===== src/inc/ade_pkg.sv =====
`default_nettype none
package ade_pkg;
	// register byte addresses
	localparam logic [7:0] ADE_OFF_ENT_LO = 8'h00;
	localparam logic [7:0] ADE_OFF_ENT_HI = 8'h04;
	localparam logic [7:0] ADE_OFF_UID_LO = 8'h08;
	localparam logic [7:0] ADE_OFF_UID_HI = 8'h0c;
	localparam logic [7:0] ADE_OFF_CTRL = 8'h10;
	localparam logic [7:0] ADE_OFF_STATUS = 8'h14;
	localparam logic [7:0] ADE_OFF_DECODE = 8'h18;
	// control bit positions
	localparam int ADE_CTRL_SVC = 0;
	localparam int ADE_CTRL_CFG = 2;
	localparam int ADE_CTRL_GO = 3;
	localparam int ADE_CTRL_EXPL = 4;
	// status bit positions
	localparam int ADE_ST_OK = 3;
	localparam int ADE_ST_BUSY = 4;
	localparam int ADE_ST_TMO = 8;
	localparam int ADE_ST_REF = 9;
	localparam int ADE_ST_DUP = 10;
	localparam int ADE_ST_LEFT = 12;
	// reset values
	localparam logic [7:0] ADE_ENT_RST = 8'h00;
	localparam logic [47:0] ADE_UID_RST = 48'h0;
	// first-byte format codes, and the loopback mark of byte one
	localparam logic [7:0] ADE_UNUSED_OR_LOOPBACK_CODE = 8'h00;
	localparam logic [7:0] ADE_UNICAST_CODE = 8'h01;
	localparam logic [7:0] ADE_UNIQUE_IDENTIFIER_FORMAT_CODE = 8'h02;
	localparam logic [7:0] ADE_BCAST_CODE = 8'h03;
	localparam logic [7:0] ADE_LOOP_MARK = 8'h01;
	// group limits and broadcast default backlog
	localparam logic [6:0] ADE_GRP_MIN = 7'h02;
	localparam logic [6:0] ADE_GRP_MAX = 7'h40;
	localparam logic [6:0] ADE_MEMB_MAX = 7'h3f;
	localparam logic [5:0] ADE_BL_DEF = 6'h0f;
	// timing: interval bases in ms, receive window is eight times longer
	localparam logic [14:0] ADE_BASE_EVEN_MS = 15'h0010;
	localparam logic [14:0] ADE_BASE_ODD_MS = 15'h0018;
	localparam int ADE_RCV_SHIFT = 3;
	localparam int ADE_CLK_NS = 50;
	localparam int ADE_MS_NS = 1000000;
	localparam int ADE_MS_CYC = ADE_MS_NS / ADE_CLK_NS;
	// axi responses
	localparam logic [1:0] ADE_RESP_OK = 2'h0;
	localparam logic [1:0] ADE_RESP_DEC = 2'h3;

	typedef enum logic [2:0] {
		FMT_UNUSED, FMT_LOOP, FMT_UNI, FMT_UID, FMT_BCAST, FMT_GROUP, FMT_BAD
	} ade_fmt_t;
	typedef enum logic [1:0] {SVC_ACKD, SVC_RPT, SVC_UNACKD, SVC_REQRESP} ade_svc_t;
	typedef enum logic [1:0] {ST_IDLE, ST_SEND, ST_WAIT} ade_st_t;

	typedef struct packed {
		ade_fmt_t fmt;
		logic ok;
		logic domain;
		logic [6:0] id7;
		logic unlimited;
		logic [5:0] backlog;
		logic [7:0] dest8;
		logic all_nodes;
		logic [3:0] rpt;
		logic [3:0] retry;
		logic [3:0] rcv;
		logic [3:0] tx;
	} ade_dec_t;

	typedef struct packed {
		logic grp;
		logic [3:0] tid;
		logic uid;
		logic domain;
	} ade_rx_t;
endpackage : ade_pkg
`default_nettype wire


===== src/hdl/ade_decoder.sv =====
// Summary of operation
// - top bit of byte zero selects group
// - group size field counts two to 64
// - size zero: unlimited, no acknowledged service
// - member number 0..63, unlimited uses zero
// - one bit picks domain entry 0/1
// - code 1: unicast node and subnet
// - unicast node zero is invalid
// - unicast subnet zero is invalid
// - code 3: broadcast with backlog, subnet
// - backlog zero means fifteen
// - broadcast subnet zero reaches whole domain
// - broadcast completes on first acknowledgement
// - code 0: loopback if byte one is 1
// - code 2: unique identifier, explicit only
// - unconfigured node answers on arrival domain
// - identifier subnet zero passes all routers
// - at most retry field plus one copies, unacknowledged sends one
// - repeat interval from 16 to 3072 ms
// - receive window eight times receive field interval
// - same transaction within window is duplicate
// - retry interval uses repeat mapping
// - retry timer restarts on attempt, ack
// - first-byte code ranges select format
`default_nettype none
module ade_decoder #(
	parameter int unsigned TICK_CYCLES = ade_pkg::ADE_MS_CYC
) (
	input wire logic sys_clk, // system clock
	input wire logic rst_n, // synchronous reset
	input wire logic ce, // clock enable
	input wire logic [7:0] s_axi_awaddr, // write address
	input wire logic s_axi_awvalid, // write address valid
	output logic s_axi_awready, // write address ready
	input wire logic [31:0] s_axi_wdata, // write data
	input wire logic [3:0] s_axi_wstrb, // byte strobes
	input wire logic s_axi_wvalid, // write data valid
	output logic s_axi_wready, // write data ready
	output logic [1:0] s_axi_bresp, // write response
	output logic s_axi_bvalid, // write response valid
	input wire logic s_axi_bready, // write response ready
	input wire logic [7:0] s_axi_araddr, // read address
	input wire logic s_axi_arvalid, // read address valid
	output logic s_axi_arready, // read address ready
	output logic [31:0] s_axi_rdata, // read data
	output logic [1:0] s_axi_rresp, // read response
	output logic s_axi_rvalid, // read data valid
	input wire logic s_axi_rready, // read data ready
	input wire logic ack_in, // acknowledgement or response received
	input wire logic ack_final, // it is the last one expected
	input wire ade_pkg::ade_rx_t rx, // received message event
	output logic tx_attempt, // send one copy now
	output logic tx_done, // transaction over
	output logic tx_timeout, // retries exhausted
	output logic rx_dup, // duplicate group message
	output logic flex_reply, // reply with zero source ids
	output logic reply_domain, // domain to reply on
	output ade_pkg::ade_dec_t dec // decoded entry
);
	import ade_pkg::*;

	// interval code to ms: base 16 or 24, doubled per code pair
	function automatic logic [14:0] ade_ivl(input logic [3:0] code);
		logic [14:0] base;
		base = code[0] ? ADE_BASE_ODD_MS : ADE_BASE_EVEN_MS;
		return base << code[3:1];
	endfunction : ade_ivl

	// byte-lane merge for strobed writes
	function automatic logic [31:0] ade_merge(input logic [31:0] old,
			input logic [31:0] nw, input logic [3:0] strb);
		logic [31:0] res;
		res = old;
		for (int i = 0; i < 4; i++) begin
			if (strb[i]) begin
				res[8*i +: 8] = nw[8*i +: 8];
			end
		end
		return res;
	endfunction : ade_merge

	localparam logic [15:0] TICK_LAST = 16'(TICK_CYCLES - 1);

	logic [7:0] ent [0:4];
	logic [47:0] uid;
	ade_svc_t svc;
	logic configured;
	logic explicit_mode;
	logic aw_hold;
	logic w_hold;
	logic [7:0] aw_q;
	logic [31:0] wd_q;
	logic [3:0] ws_q;
	logic wr_fire;
	logic go;
	ade_svc_t go_svc;
	logic acked;
	logic refuse;
	logic st_tmo;
	logic st_ref;
	logic st_dup;
	ade_st_t state;
	logic [4:0] left;
	logic [14:0] ms_left;
	logic [14:0] cur_ivl;
	logic cur_bc;
	logic cur_ack;
	logic cur_rpt;
	logic [15:0] tick_cnt;
	logic tick;
	logic [14:0] win_left;
	logic [3:0] last_tid;
	ade_dec_t next_dec;
	logic [31:0] rd_word;
	logic [1:0] rd_resp;
	logic [31:0] ent_lo;

	// write channels taken independently, response after both
	assign s_axi_awready = ce && !aw_hold && !s_axi_bvalid; // no handshake while frozen
	assign s_axi_wready = ce && !w_hold && !s_axi_bvalid;
	assign s_axi_arready = ce && !s_axi_rvalid;
	assign wr_fire = aw_hold && w_hold && !s_axi_bvalid;
	assign go = wr_fire && aw_q == ADE_OFF_CTRL && ws_q[0] && wd_q[ADE_CTRL_GO];
	// the service written together with go governs the new transaction
	assign go_svc = ade_svc_t'(wd_q[ADE_CTRL_SVC +: 2]);
	assign acked = go_svc == SVC_ACKD || go_svc == SVC_REQRESP;
	assign refuse = go && (state != ST_IDLE || !dec.ok || (acked && dec.unlimited));
	assign tick = tick_cnt == TICK_LAST;
	assign ent_lo = {ent[3], ent[2], ent[1], ent[0]};

	// write address/data capture and response
	always_ff @(posedge sys_clk) begin
		if (!rst_n) begin
			aw_hold <= 1'b0;
			w_hold <= 1'b0;
			aw_q <= 8'h00;
			wd_q <= 32'h0;
			ws_q <= 4'h0;
			s_axi_bvalid <= 1'b0;
			s_axi_bresp <= ADE_RESP_OK;
		end else if (ce) begin
			if (s_axi_awvalid && s_axi_awready) begin
				aw_hold <= 1'b1;
				aw_q <= s_axi_awaddr;
			end
			if (s_axi_wvalid && s_axi_wready) begin
				w_hold <= 1'b1;
				wd_q <= s_axi_wdata;
				ws_q <= s_axi_wstrb;
			end
			if (wr_fire) begin
				aw_hold <= 1'b0;
				w_hold <= 1'b0;
				s_axi_bvalid <= 1'b1;
				if (aw_q == ADE_OFF_ENT_LO || aw_q == ADE_OFF_ENT_HI ||
						aw_q == ADE_OFF_UID_LO || aw_q == ADE_OFF_UID_HI ||
						aw_q == ADE_OFF_CTRL || aw_q == ADE_OFF_STATUS ||
						aw_q == ADE_OFF_DECODE) begin
					s_axi_bresp <= ADE_RESP_OK;
				end else begin
					s_axi_bresp <= ADE_RESP_DEC;
				end
			end else if (s_axi_bvalid && s_axi_bready) begin
				s_axi_bvalid <= 1'b0;
			end
		end
	end

	// entry bytes, identifier and control fields
	always_ff @(posedge sys_clk) begin
		if (!rst_n) begin
			for (int i = 0; i < 5; i++) begin
				ent[i] <= ADE_ENT_RST;
			end
			uid <= ADE_UID_RST;
			svc <= SVC_ACKD;
			configured <= 1'b0;
			explicit_mode <= 1'b0;
		end else if (ce && wr_fire) begin
			if (aw_q == ADE_OFF_ENT_LO) begin
				{ent[3], ent[2], ent[1], ent[0]} <= ade_merge(ent_lo, wd_q, ws_q);
			end else if (aw_q == ADE_OFF_ENT_HI) begin
				if (ws_q[0]) begin
					ent[4] <= wd_q[7:0];
				end
			end else if (aw_q == ADE_OFF_UID_LO) begin
				uid[31:0] <= ade_merge(uid[31:0], wd_q, ws_q);
			end else if (aw_q == ADE_OFF_UID_HI) begin
				if (ws_q[0]) begin
					uid[39:32] <= wd_q[7:0];
				end
				if (ws_q[1]) begin
					uid[47:40] <= wd_q[15:8];
				end
			end else if (aw_q == ADE_OFF_CTRL && ws_q[0]) begin
				svc <= ade_svc_t'(wd_q[ADE_CTRL_SVC +: 2]);
				configured <= wd_q[ADE_CTRL_CFG];
				explicit_mode <= wd_q[ADE_CTRL_EXPL];
			end
		end
	end

	// entry decode by first-byte code
	always_comb begin
		next_dec = '0;
		next_dec.rpt = ent[2][7:4];
		next_dec.retry = ent[2][3:0];
		next_dec.rcv = ent[3][7:4];
		next_dec.tx = ent[3][3:0];
		next_dec.domain = ent[1][7];
		next_dec.dest8 = ent[4];
		next_dec.fmt = FMT_BAD;
		if (ent[0][7]) begin
			next_dec.fmt = FMT_GROUP;
			next_dec.id7 = ent[1][6:0];
			next_dec.unlimited = ent[0][6:0] == 7'h00;
			if (next_dec.unlimited) begin
				next_dec.ok = ent[1][6:0] == 7'h00;
			end else begin
				next_dec.ok = ent[0][6:0] >= ADE_GRP_MIN && ent[0][6:0] <= ADE_GRP_MAX &&
					ent[1][6:0] <= ADE_MEMB_MAX;
			end
		end else if (ent[0] == ADE_UNICAST_CODE) begin
			next_dec.fmt = FMT_UNI;
			next_dec.id7 = ent[1][6:0];
			next_dec.ok = ent[1][6:0] != 7'h00 && ent[4] != 8'h00;
		end else if (ent[0] == ADE_BCAST_CODE) begin
			next_dec.fmt = FMT_BCAST;
			next_dec.backlog = ent[1][5:0] == 6'h00 ? ADE_BL_DEF : ent[1][5:0];
			next_dec.all_nodes = ent[4] == 8'h00;
			next_dec.ok = 1'b1;
		end else if (ent[0] == ADE_UNIQUE_IDENTIFIER_FORMAT_CODE) begin
			next_dec.fmt = FMT_UID;
			next_dec.all_nodes = ent[4] == 8'h00;
			next_dec.ok = explicit_mode;
		end else if (ent[0] == ADE_UNUSED_OR_LOOPBACK_CODE) begin
			if (ent[1] == ADE_LOOP_MARK) begin
				next_dec.fmt = FMT_LOOP;
				next_dec.ok = 1'b1;
			end else if (ent[1] == 8'h00) begin
				next_dec.fmt = FMT_UNUSED;
			end
		end
	end

	// decoded entry register
	always_ff @(posedge sys_clk) begin
		if (!rst_n) begin
			dec <= '0;
		end else if (ce) begin
			dec <= next_dec;
		end
	end

	// millisecond tick from the system clock
	always_ff @(posedge sys_clk) begin
		if (!rst_n) begin
			tick_cnt <= 16'h0000;
		end else if (ce) begin
			tick_cnt <= tick ? 16'h0000 : tick_cnt + 16'h0001;
		end
	end

	// transaction sequencer: attempts, retry timer, completion
	always_ff @(posedge sys_clk) begin
		if (!rst_n) begin
			state <= ST_IDLE;
			left <= 5'h00;
			ms_left <= 15'h0000;
			cur_ivl <= 15'h0000;
			cur_bc <= 1'b0;
			cur_ack <= 1'b0;
			cur_rpt <= 1'b0;
			tx_attempt <= 1'b0;
			tx_done <= 1'b0;
			tx_timeout <= 1'b0;
		end else if (ce) begin
			tx_attempt <= 1'b0;
			tx_done <= 1'b0;
			tx_timeout <= 1'b0;
			case (state)
				ST_IDLE: begin
					if (go && !refuse) begin
						left <= {1'b0, dec.retry} + 5'h01;
						cur_ivl <= acked ? ade_ivl(dec.tx) : ade_ivl(dec.rpt);
						cur_bc <= dec.fmt == FMT_BCAST;
						cur_ack <= acked;
						cur_rpt <= go_svc == SVC_RPT;
						state <= ST_SEND;
					end
				end
				ST_SEND: begin
					tx_attempt <= 1'b1;
					left <= left - 5'h01;
					ms_left <= cur_ivl;
					if (!cur_ack && (!cur_rpt || left == 5'h01)) begin
						tx_done <= 1'b1;
						state <= ST_IDLE;
					end else begin
						state <= ST_WAIT;
					end
				end
				ST_WAIT: begin
					if (cur_ack && ack_in) begin
						if (ack_final || cur_bc) begin
							tx_done <= 1'b1;
							state <= ST_IDLE;
						end else begin
							ms_left <= cur_ivl;
						end
					end else if (tick) begin
						if (ms_left == 15'h0001) begin
							if (left != 5'h00) begin
								state <= ST_SEND;
							end else begin
								tx_timeout <= cur_ack;
								tx_done <= 1'b1;
								state <= ST_IDLE;
							end
						end else begin
							ms_left <= ms_left - 15'h0001;
						end
					end
				end
				default: begin
					state <= ST_IDLE;
				end
			endcase
		end
	end

	// group receive window and duplicate detection, flexible domain reply
	always_ff @(posedge sys_clk) begin
		if (!rst_n) begin
			win_left <= 15'h0000;
			last_tid <= 4'h0;
			rx_dup <= 1'b0;
			flex_reply <= 1'b0;
			reply_domain <= 1'b0;
		end else if (ce) begin
			rx_dup <= 1'b0;
			flex_reply <= rx.uid && !configured;
			if (rx.uid) begin
				reply_domain <= rx.domain;
			end
			if (rx.grp) begin
				if (win_left != 15'h0000 && rx.tid == last_tid) begin
					rx_dup <= 1'b1;
				end else begin
					win_left <= ade_ivl(dec.rcv) << ADE_RCV_SHIFT;
					last_tid <= rx.tid;
				end
			end else if (tick && win_left != 15'h0000) begin
				win_left <= win_left - 15'h0001;
			end
		end
	end

	// sticky status flags, set wins over write-one-to-clear
	always_ff @(posedge sys_clk) begin
		if (!rst_n) begin
			st_tmo <= 1'b0;
			st_ref <= 1'b0;
			st_dup <= 1'b0;
		end else if (ce) begin
			if (tx_timeout) begin
				st_tmo <= 1'b1;
			end else if (wr_fire && aw_q == ADE_OFF_STATUS && wd_q[ADE_ST_TMO] && ws_q[1]) begin
				st_tmo <= 1'b0;
			end
			if (refuse) begin
				st_ref <= 1'b1;
			end else if (wr_fire && aw_q == ADE_OFF_STATUS && wd_q[ADE_ST_REF] && ws_q[1]) begin
				st_ref <= 1'b0;
			end
			if (rx_dup) begin
				st_dup <= 1'b1;
			end else if (wr_fire && aw_q == ADE_OFF_STATUS && wd_q[ADE_ST_DUP] && ws_q[1]) begin
				st_dup <= 1'b0;
			end
		end
	end

	// read word selection
	always_comb begin
		rd_word = 32'h0;
		rd_resp = ADE_RESP_OK;
		if (s_axi_araddr == ADE_OFF_ENT_LO) begin
			rd_word = ent_lo;
		end else if (s_axi_araddr == ADE_OFF_ENT_HI) begin
			rd_word = {24'h0, ent[4]};
		end else if (s_axi_araddr == ADE_OFF_UID_LO) begin
			rd_word = uid[31:0];
		end else if (s_axi_araddr == ADE_OFF_UID_HI) begin
			rd_word = {16'h0, uid[47:32]};
		end else if (s_axi_araddr == ADE_OFF_CTRL) begin
			rd_word[ADE_CTRL_SVC +: 2] = svc;
			rd_word[ADE_CTRL_CFG] = configured;
			rd_word[ADE_CTRL_EXPL] = explicit_mode;
		end else if (s_axi_araddr == ADE_OFF_STATUS) begin
			rd_word[2:0] = dec.fmt;
			rd_word[ADE_ST_OK] = dec.ok;
			rd_word[ADE_ST_BUSY] = state != ST_IDLE;
			rd_word[ADE_ST_TMO] = st_tmo;
			rd_word[ADE_ST_REF] = st_ref;
			rd_word[ADE_ST_DUP] = st_dup;
			rd_word[ADE_ST_LEFT +: 5] = left;
		end else if (s_axi_araddr == ADE_OFF_DECODE) begin
			rd_word = {6'h00, dec.unlimited, dec.all_nodes, dec.dest8, 2'h0, dec.backlog,
				dec.id7, dec.domain};
		end else begin
			rd_resp = ADE_RESP_DEC;
		end
	end

	// read channel
	always_ff @(posedge sys_clk) begin
		if (!rst_n) begin
			s_axi_rvalid <= 1'b0;
			s_axi_rdata <= 32'h0;
			s_axi_rresp <= ADE_RESP_OK;
		end else if (ce) begin
			if (s_axi_arvalid && s_axi_arready) begin
				s_axi_rvalid <= 1'b1;
				s_axi_rdata <= rd_word;
				s_axi_rresp <= rd_resp;
			end else if (s_axi_rvalid && s_axi_rready) begin
				s_axi_rvalid <= 1'b0;
			end
		end
	end

	// helper: copies sent in the current transaction
	logic [4:0] sent;
	always_ff @(posedge sys_clk) begin
		if (!rst_n) begin
			sent <= 5'h00;
		end else if (ce) begin
			if (state == ST_IDLE) begin
				sent <= 5'h00;
			end else if (tx_attempt) begin
				sent <= sent + 5'h01;
			end
		end
	end

	grp_fmt_a: assert property (@(posedge sys_clk) disable iff (!rst_n)
		ent[0][7] |-> next_dec.fmt == FMT_GROUP)
		else $error("top bit set but not decoded as group");
	grp_size_a: assert property (@(posedge sys_clk) disable iff (!rst_n)
		ent[0][7] && ent[0][6:0] > ADE_GRP_MAX |-> !next_dec.ok)
		else $error("oversize group accepted");
	unlim_ack_a: assert property (@(posedge sys_clk) disable iff (!rst_n)
		ce && state == ST_IDLE && go && acked && dec.unlimited |=> state == ST_IDLE && st_ref)
		else $error("acknowledged service started on unlimited group");
	uni_zero_a: assert property (@(posedge sys_clk) disable iff (!rst_n)
		ent[0] == ADE_UNICAST_CODE && (ent[1][6:0] == 7'h00 || ent[4] == 8'h00) |-> !next_dec.ok)
		else $error("unicast entry with zero node or subnet accepted");
	bl_def_a: assert property (@(posedge sys_clk) disable iff (!rst_n)
		ent[0] == ADE_BCAST_CODE && ent[1][5:0] == 6'h00 |-> next_dec.backlog == 6'h0f)
		else $error("broadcast default backlog not fifteen");
	send_cnt_a: assert property (@(posedge sys_clk) disable iff (!rst_n)
		state != ST_IDLE |-> sent <= {1'b0, dec.retry} + 5'h01)
		else $error("more copies sent than retry plus one");
	rpt_load_a: assert property (@(posedge sys_clk) disable iff (!rst_n)
		ce && state == ST_SEND && cur_rpt |=> ms_left == cur_ivl && tx_attempt)
		else $error("repeat timer not loaded on attempt");
	dup_seen_a: assert property (@(posedge sys_clk) disable iff (!rst_n)
		ce && rx.grp && win_left != 15'h0000 && rx.tid == last_tid |=> rx_dup ##1 st_dup)
		else $error("duplicate inside window not flagged");
	bc_first_a: assert property (@(posedge sys_clk) disable iff (!rst_n)
		ce && state == ST_WAIT && cur_ack && cur_bc && ack_in |=> state == ST_IDLE && tx_done)
		else $error("broadcast did not end on first answer");
	tmo_flag_a: assert property (@(posedge sys_clk) disable iff (!rst_n)
		ce && tx_timeout |=> st_tmo)
		else $error("timeout not latched");
endmodule : ade_decoder
`default_nettype wire


===== config.mk =====
export PLATFORM = sky130hd
export DESIGN_NAME = ade_decoder
export DESIGN_NICKNAME = d
export VERILOG_FILES = /design/src/inc/ade_pkg.sv /design/src/hdl/ade_decoder.sv
export SDC_FILE = /design/constraint.sdc
export NUM_CORES = 1
export LEC_CHECK = 0
export ABC_AREA = 1
export BUFFER_PORTS_ARGS = -buffer_cell sky130_fd_sc_hd__buf_2
export CAP_MARGIN = 20
export CORE_MARGIN = 5
export CORE_UTILIZATION = 53
export DETAILED_ROUTE_END_ITERATION = 10
export PLACE_DENSITY_LB_ADDON = 0.2
export SLEW_MARGIN = 5
export SYNTH_ARGS = -nofsm -noshare
export SYNTH_HDL_FRONTEND = slang
export SYNTH_SLANG_ARGS = --single-unit
export TNS_END_PERCENT = 50

===== constraint.sdc =====
create_clock -name sys_clk -period 1.7 [get_ports sys_clk]
set_input_delay 0.255 -clock sys_clk [delete_from_list [all_inputs] [get_ports sys_clk]]
set_output_delay 0.255 -clock sys_clk [all_outputs]
set_load 0.05 [all_outputs]

# [After elaboration in Yosys (flattened, before gate mapping)]
# Index checks and enable logic that the tools add are counted.
[word_totals] word_cells=308 register_bits=304 out_inout_bits=91
[op_classes] n_shift=3 bitwise=5 addsub=5 n_lt_le_gt_ge=3 reduce_logical=110 n_eq_ne=32 n_mux=95
[ops] operator="$mux 32" n=4
[ops] operator="$mux 15" n=8
[ops] operator="$eq 8x5->1 const B" n=6
[ops] operator="$logic_not 8->1" n=5
[ops] operator="$mux 1" n=39
[ops] operator="$logic_and 1x1->1" n=35
[ops] operator="$eq 8x4->1 const B" n=4
[ops] operator="$mux 4" n=8
[ops] operator="$pmux 15 s2" n=1
[ops] operator="$reduce_and 5->1" n=6
[ops] operator="$shl 5x3->15" n=2
[ops] operator="$sub 15x1->15 const B" n=2
[ops] operator="$mux 2" n=14
[ops] operator="$mux 27" n=1
[ops] operator="$mux 26" n=1
[ops] operator="$mux 6" n=4
[ops] operator="$reduce_and 2->1" n=12
[ops] operator="$reduce_and 3->1" n=8
[ops] operator="$reduce_bool 2->1" n=11
[ops] operator="$reduce_and 6->1" n=3
[ops] operator="$add 16x1->16 const B" n=1
[ops] operator="$eq 16x15->1 const B" n=1
[ops] operator="$eq 8x1->1 const B" n=2
[ops] operator="$eq 8x2->1 const B" n=2
[ops] operator="34 further kinds" n=73

# [Depth between registers and ports, before layout]
# Gate-level depths: netlist (run 1).
[depth] word_depth=10 ltp_mapped=13

# [Worst setup path after synthesis (run 1)]
# Ideal clock, no wire load.
[synth_timing] path_kind="register to register" startpoint="register s_axi_bvalid" endpoint="register wd_q[10]" stages_incl_launch_ff=8 t_required_ns=1.572 setup_time_ns=0.128 arrival_ns=2.080 path_slack_ns=-0.508 path_cell_list="dfxtp_1 -> nor2_1 -> inv_1 -> nor2_1 -> nand2_1 -> buf_2 -> o21ai_0 -> a21oi_1"
[synth_via] elab_chain_cells=4
[synth_lines] element="from (decl)" line_no="ade_decoder.sv:40" text="output logic s_axi_bvalid,"
[synth_lines] element="from (signal assigned)" line_no="ade_decoder.sv:139" text="s_axi_bvalid <= 1'b0;"
[synth_lines] element="from (signal assigned)" line_no="ade_decoder.sv:154" text="s_axi_bvalid <= 1'b1;"
[synth_lines] element="from (signal assigned)" line_no="ade_decoder.sv:164" text="s_axi_bvalid <= 1'b0;"
[synth_lines] element="$logic_not 1->1" line_no="ade_decoder.sv:120" text="assign s_axi_wready = ce && !w_hold && !s_axi_bvalid;"
[synth_lines] element="$logic_and 1x1->1" line_no="ade_decoder.sv:120"
[synth_lines] element="via s_axi_wready" line_no="ade_decoder.sv:38" text="output logic s_axi_wready,"
[synth_lines] element="$logic_and 1x1->1" line_no="ade_decoder.sv:146" text="if (s_axi_wvalid && s_axi_wready) begin"
[synth_lines] element="$reduce_and 2->1 (no line)"
[synth_lines] element="to (signal assigned)" line_no="ade_decoder.sv:148" text="wd_q <= s_axi_wdata;"
[synth_lines] element="to (decl)" line_no="ade_decoder.sv:92" text="logic [31:0] wd_q;"
# The timed path passes the listed nets, and every way through them passes these cells.
# A chain may end at the register's enable or synchronous reset.

# [Worst setup path in the final report (run 1)]
[layout_timing] startpoint="register s_axi_bvalid" endpoint="output s_axi_wready"
[layout_via] elab_chain_cells=2
[layout_lines] element="$logic_not 1->1" line_no="ade_decoder.sv:120"
[layout_lines] element="$logic_and 1x1->1" line_no="ade_decoder.sv:120"
[layout_lines] element="to (decl)" line_no="ade_decoder.sv:38"
# Every way passes these cells.

==> run metrics, run 1 <==
share of layout cells above drive strength 1 22.7%; Int Power approximately 12 mW; vias per cell 5.54; Hold WS 0.00261 ns; placed wire-length estimate 29.2 mm; CP delay by family, top buffers and inverters; ordered list of cells on the worst path buf_6 > nor2_4 > inv_2 > nor2_4 > buf_8; Top Ports 160; setup_tns -0.0213 ns; Hold Fails Final Rpt 0; antenna-violating nets left 0; WL/cell between 15 and 20 µm; Clk pwr share 43.5%; Post-synth top cells nand2_1 (310), dfxtp_1 (296), nor2_1 (231), a21oi_1 (228), o21ai_0 (217); type of destination of the critical path primary output; die width 170 µm; Arr. time, crit path around 1.5 ns; DR vias 13,900; Finish-stage setup viols 1; RR Startpoint aw_q[1]$_SDFFE_PN0P_; Layout Skew 0.0278 ns; Initial DRT Pass Iterations 5; Yosys Warn Count 0; via count of the first global-routing pass 13,100; first-pass GRT wire length 66.7 mm; worst-margin pin slew 0.598 ns; Cell Area, Synth 0.0136 mm²; post-synthesis adder-cell area fraction 1.19%; GRT Residual Overflow 0; FF+latch count, synth 296; All-Layer GR Usage 27.9%; Initial Util between 50% and 60%; DRC Markers 0; Clock transition at path regs 0.06 ns; Clock Latency Late Sink 0.58 ns; Clock Tree Buf Depth 3; PortBufs 159; RePlAce Congestion 0.966; area leader, netlist dfxtp_1; worst r2r dst cur_ack$_SDFFE_PN0P_; CP Launch Point s_axi_bvalid$_SDFFE_PN0P_; compound-cell area share of the yosys netlist between 20% and 30%; r2r worst-path depth 10; largest family of logic cells by synthesized area simple AND/OR/NAND/NOR gates; crit path launch type flop; Flop pwr share 44.0%; initial antenna violation count 0; Comb pwr share 12.5%; switching pwr 4.46 mW; min-delay worst type input port to flop; Fmax achieved 581 MHz; Final Worst Setup Slack -0.0213 ns; period utilization 101%; largest net degree at the start of global routing 98; crit path capture s_axi_wready; Worst path slowest cell dfxtp_2; failing checks negative setup slack; Pwr Density approximately 940 mW/mm²; post-synthesis mux area share 0%; kind of critical path flop to primary output; CTS tree built; CP peak stage delay 0.33 ns; clock sinks a little under 300; synth top area cells dfxtp_1 (43%), nand2_1 (8.5%), a21oi_1 (8.4%), o21ai_0 (8.0%), nor2_1 (6.4%); status finished with violations; Synth Area in XOR/XNOR 1.22%; Yosys cell types between 50 and 60; Main synth FF type dfxtp_1; CP required 1.44 ns; Leak about 7.6 nW; Site Rows 58; total power 16.6 mW; syn_nets approximately 2,000; RSZ-0062 raised after global routing true; Tmin final 1.72 ns; post-synthesis sequential area ratio 43.5%; most common cell in the netlist nand2_1; core area 0.0253 mm²; Levels on crit path 5; die height approximately 170 µm; Synth top area share 43.5%; Max transition margin 60.1%; Detailed Route Iter0 Violations 1,311; area grow syn2layout 29.2%; Post-Syn Instances 1,885; WP buf/inv 3; Post-synth EDFFs 0; WL final 42.3 mm; root buf cell clkbuf_16; reg2reg setup slack about 0.030 ns; switch share 26.8%; Synth Area in Simple Gates a little under a quarter; TritonCTS Buffers 31; Top cell by count, worst path nor2_4; Final Slew Violations 0; number of H-tree levels 1; Crit Path Max Fanout 2; Async SR Flop Fraction 0%; # Max-Cap Violations 0; Worst VDD drop just over 0.9 mV; # diodes 0; DIE AREA slightly below 0.03 mm²; nets@finish between 2,000 and 2,500; Mean Syn Cell Area a little over 7 µm²
[cell type report]
cell class                      instances  area, µm²
Clock buffer                           42        897
Clock inverter                         15        199
Fill cell                            2098       7640
Inverter                              205        779
Multi-Input combinational cell       1295       6870
Sequential cell                       296       5940
Tap cell                              330        413
Timing Repair Buffer                  328       2520
[through the flow]
stage	instances	utilization [%]	worst slack, ns	cell area (µm²)
after global routing	2511	69.8	-0.0863	17600
after detailed placement	2392	61.2	-0.120	15500
final	2511	69.8	-0.0213	17600
after floorplan	1885	-	-0.0342	13700
after CTS	2496	67.7	-0.0226	17100
after global placement	2392	61.2	-0.147	15500
[placed cells by master (no fill, tap or decap), types with 6 or more instances in the layout]
cell type,count
nand4_1,19
nand2_1,297
a31oi_1,12
o21ai_1,16
nor3_2,10
clkbuf_16,32
a211oi_2,6
a211oi_1,18
xor2_1,11
nor2_2,22
a21oi_1,223
o211ai_1,18
inv_2,16
o21ai_2,9
dfxtp_1,285
nand3_1,70
buf_12,22
o21ai_0,207
nand2_2,14
xnor2_1,8
clkbuf_8,8
nor2_4,17
dfxtp_2,11
buf_4,97
buf_2,154
clkinv_2,7
buf_6,6
nor3_4,6
nor3_1,22
nor2_1,211
o22ai_1,7
ha_1,8
inv_1,186
dlygate4sd3_1,44
o21a_1,6
or2_2,7
nand2_4,9
[repair_timing]
action,4_1_cts,5_1_grt
hold buffers,44,0
setup buffers,3,12
endpoints found under the hold margin,44,0
gates cloned,0,3
pin swaps,7,29
endpoints found under the setup margin,38,102
resized for setup,21,106
[routing by layer]
layer	vias up	track usage (%)	routed length (µm)
li1	6807	-	-
met1	6461	37.5	18000
met2	548	46.4	19900
met3	103	4.11	2990
met4	0	9.17	1470
met5	-	0	0
[worst min-delay path by stage]
stage / startpoint / end / slack [ns] / cells after the start
finish: s_axi_awaddr[4] / aw_q[4]$_SDFFE_PN0P_ / 0.003 / 3
detailed placement: aw_q[1]$_SDFFE_PN0P_ / aw_q[1]$_SDFFE_PN0P_ / 0.45 / 2
global route: s_axi_awaddr[3] / aw_q[3]$_SDFFE_PN0P_ / 0.02 / 3
global placement: aw_q[0]$_SDFFE_PN0P_ / aw_q[0]$_SDFFE_PN0P_ / 0.44 / 2
floorplan: rx[0] / reply_domain$_SDFFE_PN0P_ / 0.42 / 2
CTS: rx[5] / last_tid[3]$_SDFFE_PN0P_ / 0.002 / 3
[registers in the layout, indices dropped and copies added (netlist names), 2 cells and up]
| register | count |
|---|---|
| wd_q | 32 |
| last_tid | 4 |
| ms_left | 15 |
| state | 2 |
| tick_cnt | 16 |
| dec | 44 |
| ent | 40 |
| ws_q | 4 |
| svc | 2 |
| left | 5 |
| aw_q | 8 |
| cur_ivl | 9 |
| s_axi_rdata | 32 |
| uid | 48 |
| win_left | 15 |
[power groups by stage]
stage	combinational, mW	clock (mW)	sequential (mW)
3_5_place_dp	1.83	0	7.46
2_1_floorplan	0.968	0	7.72
5_1_grt	2.27	7.59	7.34
6_report	2.09	7.24	7.32
4_1_cts	1.94	7.28	7.30
3_3_place_gp	1.80	0	7.45
[cells by family (layout without fill, tap and decap cells)]
| family | count (synthesis) | count (layout) |
|---|---|---|
| flops | 296 | 296 |
| buf+inv | 295 | 590 |
| xor+xnor | 19 | 19 |
| compound gates | 541 | 541 |
| simple gates | 721 | 722 |
| fa+ha+maj | 13 | 13 |
[worst min-delay path, stage by stage]
cell and delay [ns]:
buf_2 0.08, o21ai_0 0.07, a21oi_1 0.13
Power figures use the tool's default switching activity.
==> run 2: changes to the inputs <==
--- a/config.mk
+++ b/config.mk
@@ -16,4 +16,3 @@
 export SYNTH_ARGS = -nofsm -noshare
 export SYNTH_HDL_FRONTEND = slang
 export SYNTH_SLANG_ARGS = --single-unit
-export TNS_END_PERCENT = 50
==> run metrics, run 2 (synthesized netlist as in run 1, its figures left out) <==
status finished with violations (unchanged); failing checks negative setup slack (unchanged); GRT Residual Overflow 0 (unchanged); DIE AREA 0.0290 mm² (unchanged); clock sinks 296 (unchanged); Leak 7.69 nW (was 7.63 nW); Arr. time, crit path 2.17 ns (was 1.47 ns); Clock Tree Buf Depth 3 (unchanged); grt peak-use layer met2 (unchanged); Initial DRT Pass Iterations 6 (was 5); fin util 70.0% (was 69.8%); worst-margin pin slew 0.588 ns (was 0.598 ns); Finish-stage setup viols 1 (unchanged); grt met2 use 45.5% (was 46.4%); commonest non-fill, non-tap cell in the layout nand2_1 (unchanged); Final Worst Setup Slack -0.0120 ns (was -0.0213 ns); Fmax achieved 584 MHz (was 581 MHz); Hold WS 0.00858 ns (was 0.00261 ns); final instance area 0.0177 mm² (was 0.0176 mm²); kind of critical path flop to flop (was flop to primary output); final-layout fill cell count 2,118 (was 2,098); setup_tns -0.0120 ns (was -0.0213 ns); Final Slew Violations 0 (unchanged); WL final 42.4 mm (was 42.3 mm); CTS tree built (unchanged); Max transition margin 60.8% (was 60.1%); Most flops, register uid (unchanged); die width 170 µm (unchanged); All-Layer GR Usage 27.0% (was 27.9%); min-delay worst type input port to flop (unchanged); RePlAce Congestion 0.929 (was 0.966); Crit Path Max Fanout 6 (was 2); Top Registers uid x48, dec x44, ent x40 (unchanged); Hold Fails Final Rpt 0 (unchanged); period utilization 101% (about the same); nets@finish 2,246 (was 2,239); Worst VDD drop 0.841 mV (was 0.908 mV); first-pass GRT wire length 64.5 mm (was 66.7 mm); initial antenna violation count 0 (unchanged); Tmin final 1.71 ns (was 1.72 ns); RSZ-0062 raised after global routing true (unchanged); met1 usage 36.2% (was 37.5%); Top Ports 160 (unchanged); largest net degree at the start of global routing 137 (was 98); TritonCTS Buffers 31 (unchanged); Clock transition at path regs 0.06 ns (about the same); type of destination of the critical path flop (was primary output); antenna-violating nets left 0 (unchanged); area grow syn2layout 29.6% (was 29.2%); reg2reg setup slack -0.01 ns (was 0.03 ns); Placed Area 0.0155 mm² (about the same); DRC Markers 0 (unchanged); root buf cell clkbuf_16 (unchanged); DR vias 14,000 (was 13,900); Layout Skew 0.0109 ns (was 0.0278 ns); number of flip-flops in the largest register 48 (unchanged); vias per cell 5.56 (was 5.54); core area 0.0253 mm² (unchanged); # Max-Cap Violations 0 (unchanged); PortBufs 159 (unchanged); WL/cell 16.8 µm (about the same); Clock Latency Late Sink 0.57 ns (was 0.58 ns); number of H-tree levels 1 (unchanged); # diodes 0 (unchanged); met3 Use GR 3.90% (was 4.11%); CP required 2.16 ns (was 1.44 ns); crit path launch type flop (unchanged); Detailed Route Iter0 Violations 1,250 (was 1,311); Pwr Density 948 mW/mm² (was 945 mW/mm²); via count of the first global-routing pass 12,700 (was 13,100); placed wire-length estimate 29.4 mm (was 29.2 mm); leading cell types in the layout, fill and taps excluded nand2_1 (300), dfxtp_1 (287), a21oi_1 (225) (was nand2_1 (297), dfxtp_1 (285), a21oi_1 (223)); Initial Util 54.0% (unchanged); Site Rows 58 (unchanged); share of layout cells above drive strength 1 22.8% (was 22.7%); die height 170 µm (unchanged)
## run 2: cell types whose count changed in the layout (fill, tap and decap cells not counted), moves of 3 or more
cell / delta
buf_4: +9
inv_1: -4
nand2_1: +3
nand2_2: -3
## run 2: worst max-delay path, cell delays in order, from the launching register on
cell,delay (ns)
dfxtp_1,0.34
inv_2,0.08
nand2_2,0.07
nor2_2,0.18
nand2_1,0.06
nand3b_1,0.26
o21ai_4,0.15
nand2_4,0.12
buf_4,0.16
o21ai_1,0.12
nor2_1,0.05
## run 2: path summary, 6_finish.rpt
check,startpoint,endpoint,depth (start not counted)
worst max-delay path,tick_cnt[6]$_SDFFE_PN0P_,ms_left[4]$_SDFFE_PN0P_,10
worst min-delay path,s_axi_wdata[8],wd_q[8]$_SDFFE_PN0P_,3
worst max register to register,tick_cnt[6]$_SDFFE_PN0P_,ms_left[4]$_SDFFE_PN0P_,10
worst min register to register,last_tid[3]$_SDFFE_PN0P_,last_tid[3]$_SDFFE_PN0P_,2
## run 2: area by class of cell
class / count / area [µm²] / area share, %
Clock buffer: 44 / 915 / 5.18
Clock inverter: 14 / 213 / 1.20
Inverter: 205 / 790 / 4.47
Multi-Input combinational cell: 1295 / 6860 / 38.8
Sequential cell: 296 / 5940 / 33.6
Tap cell: 330 / 413 / 2.34
Timing Repair Buffer: 335 / 2550 / 14.4
## run 2: metal layers
metal	share of wire [%]	vias up
li1	-	6820
met1	41	6481
met2	47	588
met3	7.8	107
met4	3.7	0
met5	0	-
## run 2: repair_timing
item | CTS | global route
gates resized for setup | 20 | 109
hold buffers | 43 | 0
pin swaps | 8 | 38
gates cloned | 1 | 3
setup buffers | 4 | 15
endpoints found under the hold margin | 42 | 0
setup endpoints to repair | 32 | 142
## run 2: metrics by stage
step	setup WS [ns]	power, mW	cells
after detailed placement	-0.197	9.30	2395
after floorplan	0.0149	8.69	1885
after global placement	-0.168	9.27	2395
after CTS	-0.0259	16.7	2501
final	-0.0120	16.8	2519
after global routing	-0.109	17.3	2519
## run 2: power breakdown
| group | switching, mW | internal, mW |
|---|---|---|
| registers | 0.175 | 7.15 |
| clock network | 2.86 | 4.50 |
| logic | 1.35 | 0.705 |
==> run 3: changes to the inputs <==
--- a/config.mk
+++ b/config.mk
@@ -10,6 +10,7 @@
 export CAP_MARGIN = 20
 export CORE_MARGIN = 5
 export CORE_UTILIZATION = 53
+export CTS_BUF_LIST = sky130_fd_sc_hd__clkbuf_16
 export DETAILED_ROUTE_END_ITERATION = 10
 export PLACE_DENSITY_LB_ADDON = 0.2
 export SLEW_MARGIN = 5
==> run metrics, run 3 (synthesized netlist as in run 1, its figures left out) <==
root buf cell clkbuf_16 (unchanged); first-pass GRT wire length 64.4 mm (was 64.5 mm); core area 0.0253 mm² (unchanged); initial antenna violation count 0 (unchanged); WP buf/inv 1 (was 2); Top cell by count, worst path nand2_1; Hold Path Depth 3 (unchanged); Layout Skew 0.0101 ns (was 0.0109 ns); TritonCTS Buffers 31 (unchanged); type of destination of the critical path flop (unchanged); Crit Path Max Fanout 3 (was 6); Clk pwr share 42.4% (was 44.0%); RR Startpoint tick_cnt[1]$_SDFFE_PN0P_ (was tick_cnt[6]$_SDFFE_PN0P_); DRC Markers 0 (unchanged); routed wl met3 3.06 mm (was 3.31 mm); Initial Util 54.0% (unchanged); Hold Fails Final Rpt 0 (unchanged); Most flops, register uid (unchanged); Placed Area 0.0155 mm² (unchanged); CP delay by family, top simple AND/OR/NAND/NOR gates (unchanged); Site Rows 58 (unchanged); Leak 7.66 nW (was 7.69 nW); largest net degree at the start of global routing 137 (unchanged); Finish-stage setup viols 0 (was 1); DR vias 14,000 (about the same); Detailed Route Iter0 Violations 1,246 (was 1,250); Worst VDD drop 0.853 mV (was 0.841 mV); HP Start s_axi_wdata[8] (unchanged); GRT Residual Overflow 0 (unchanged); Arr. time, crit path 2.17 ns (about the same); leading cell types in the layout, fill and taps excluded nand2_1 (297), dfxtp_1 (283), a21oi_1 (225) (was nand2_1 (300), dfxtp_1 (287), a21oi_1 (225)); final instance area 0.0176 mm² (was 0.0177 mm²); crit path launch type flop (unchanged); Fmax achieved 603 MHz (was 584 MHz); Clock Latency Late Sink 0.57 ns (about the same); Tmin final 1.66 ns (was 1.71 ns); switching pwr 4.38 mW (was 4.39 mW); die width 170 µm (unchanged); Int Power 11.9 mW (was 12.4 mW); status completed (was finished with violations); highest metal used met4 (unchanged); kind of critical path flop to flop (unchanged); WL/cell 16.8 µm (about the same); worst r2r dst tick_cnt[14]$_SDFFE_PN0P_ (was ms_left[4]$_SDFFE_PN0P_); Worst path slowest cell dfxtp_2 (was dfxtp_1); ordered list of cells on the worst path ha_4 > buf_6 > nand3_4 > nor3_4 > nand2_2 > nor2_4 > nand2_1 > nor2_2 > nand2_1 > nand2_1 > nand2_1 > nor2_1 (was inv_2 > nand2_2 > nor2_2 > nand2_1 > nand3b_1 > o21ai_4 > nand2_4 > buf_4 > o21ai_1 > nor2_1); WL final 42.4 mm (about the same); Initial DRT Pass Iterations 6 (unchanged); Top Registers uid x48, dec x44, ent x40 (unchanged); vias per cell 5.54 (was 5.56); DRT met1 WL 17.8 mm (was 17.6 mm); worst-margin pin slew 0.574 ns (was 0.588 ns); # Max-Cap Violations 0 (unchanged); Flop pwr share 44.9% (was 43.7%); placed wire-length estimate 29.4 mm (unchanged); RePlAce Congestion 0.929 (unchanged); RSZ-0062 raised after global routing true (unchanged); number of H-tree levels 1 (unchanged); Pwr Density 926 mW/mm² (was 948 mW/mm²); via count of the first global-routing pass 12,700 (about the same); Top Ports 160 (unchanged); period utilization 97.6% (was 101%); clock sinks 296 (unchanged); DIE AREA 0.0290 mm² (unchanged); Non-Filler Instances 2,517 (was 2,519); reg2reg setup slack 0.04 ns (was -0.01 ns); Clock transition at path regs 0.06 ns (about the same); min-delay worst type input port to flop (unchanged); All-Layer GR Usage 27.0% (about the same); placed cells 2,395 (unchanged); Final Slew Violations 0 (unchanged); CTS tree built (unchanged); nets@finish 2,244 (was 2,246); number of flip-flops in the largest register 48 (unchanged); Comb pwr share 12.7% (was 12.3%); share of layout cells above drive strength 1 22.7% (was 22.8%); CP peak stage delay 0.35 ns (was 0.34 ns); antenna-violating nets left 0 (unchanged); die height 170 µm (unchanged); Clock Tree Buf Depth 3 (unchanged); area grow syn2layout 29.2% (was 29.6%); r2r worst-path depth 12 (was 10); commonest non-fill, non-tap cell in the layout nand2_1 (unchanged); CP required 2.21 ns (was 2.16 ns); PortBufs 159 (unchanged); Hold EP wd_q[8]$_SDFFE_PN0P_ (unchanged); DR WL met2 20.1 mm (was 20.0 mm); # diodes 0 (unchanged); switch share 26.9% (was 26.2%); Max transition margin 61.7% (was 60.8%)
[run 3: cell count changes in the layout (fill, tap and decap cells not counted), sizes merged]
cell	before	now
buf	290	288
clkbuf	46	33
clkinv	7	16
inv	206	210
[run 3: worst reg2reg max path: cells and delay by family (launching register included)]
kind,cells,cell delay [ns]
and+or+nand+nor,10,0.98
DFF,1,0.35
adders and majority gates,1,0.16
buffers and inverters,1,0.11
[run 3: stage by stage]
stage               total power [mW]  setup slack [ns]  hold WS (ns)  util (%)  setup TNS (ns)
global placement                9.27            -0.168         0.442      61.2          -0.732
global route                    16.9           -0.0888        0.0273      69.8           -1.05
finish                          16.3            0.0410        0.0106      69.8               0
floorplan                       8.69            0.0149         0.418         -               0
detailed placement              9.30            -0.197         0.449      61.2           -1.56
CTS                             16.3           -0.0262       0.00244      67.6         -0.0624
[run 3: worst max-delay path by stage]
stage,startpoint,end,cells past startpoint
after floorplan,wd_q[1]$_SDFFE_PN0P_,cur_rpt$_SDFFE_PN0P_,10
after global placement,s_axi_araddr[1],s_axi_rdata[3]$_SDFFE_PN0P_,9
after detailed placement,s_axi_araddr[1],s_axi_rdata[3]$_SDFFE_PN0P_,9
after CTS,tick_cnt[6]$_SDFFE_PN0P_,ms_left[7]$_SDFFE_PN0P_,10
after global routing,tick_cnt[1]$_SDFFE_PN0P_,tick_cnt[14]$_SDFFE_PN0P_,12
final,tick_cnt[1]$_SDFFE_PN0P_,tick_cnt[14]$_SDFFE_PN0P_,12
[run 3: what timing repair did]
action,4_1_cts,5_1_grt
pin swaps,8,45
gates cloned,1,3
hold buffers,43,0
hold endpoints to repair,42,0
setup buffers,4,14
endpoints found under the setup margin,32,142
gates resized for setup,20,124
[run 3: area by class of cell]
| class | count | area, µm² |
|---|---|---|
| fillers | 2134 | 7630 |
| flip-flops and latches | 296 | 5940 |
| clock buffers | 31 | 776 |
| well taps | 330 | 413 |
| inverters | 205 | 790 |
| clock inverters | 27 | 262 |
| repair buffers | 333 | 2540 |
| multi-input cells | 1295 | 6900 |
[run 3: layer usage]
metal  up-vias  track usage (%)
met2       542             45.4
li1       6803                -
met5         -                0
met4         0             8.26
met1      6495             36.1
met3       111             3.95
[run 3: power groups by stage]
stage               Combinational, mW  Clock (mW)  Sequential (mW)
finish                           2.07        6.92             7.33
global route                     2.25        7.31             7.35
CTS                              1.95        7.01             7.31
detailed placement               1.84           0             7.46
global placement                 1.81           0             7.46
floorplan                       0.968           0             7.72
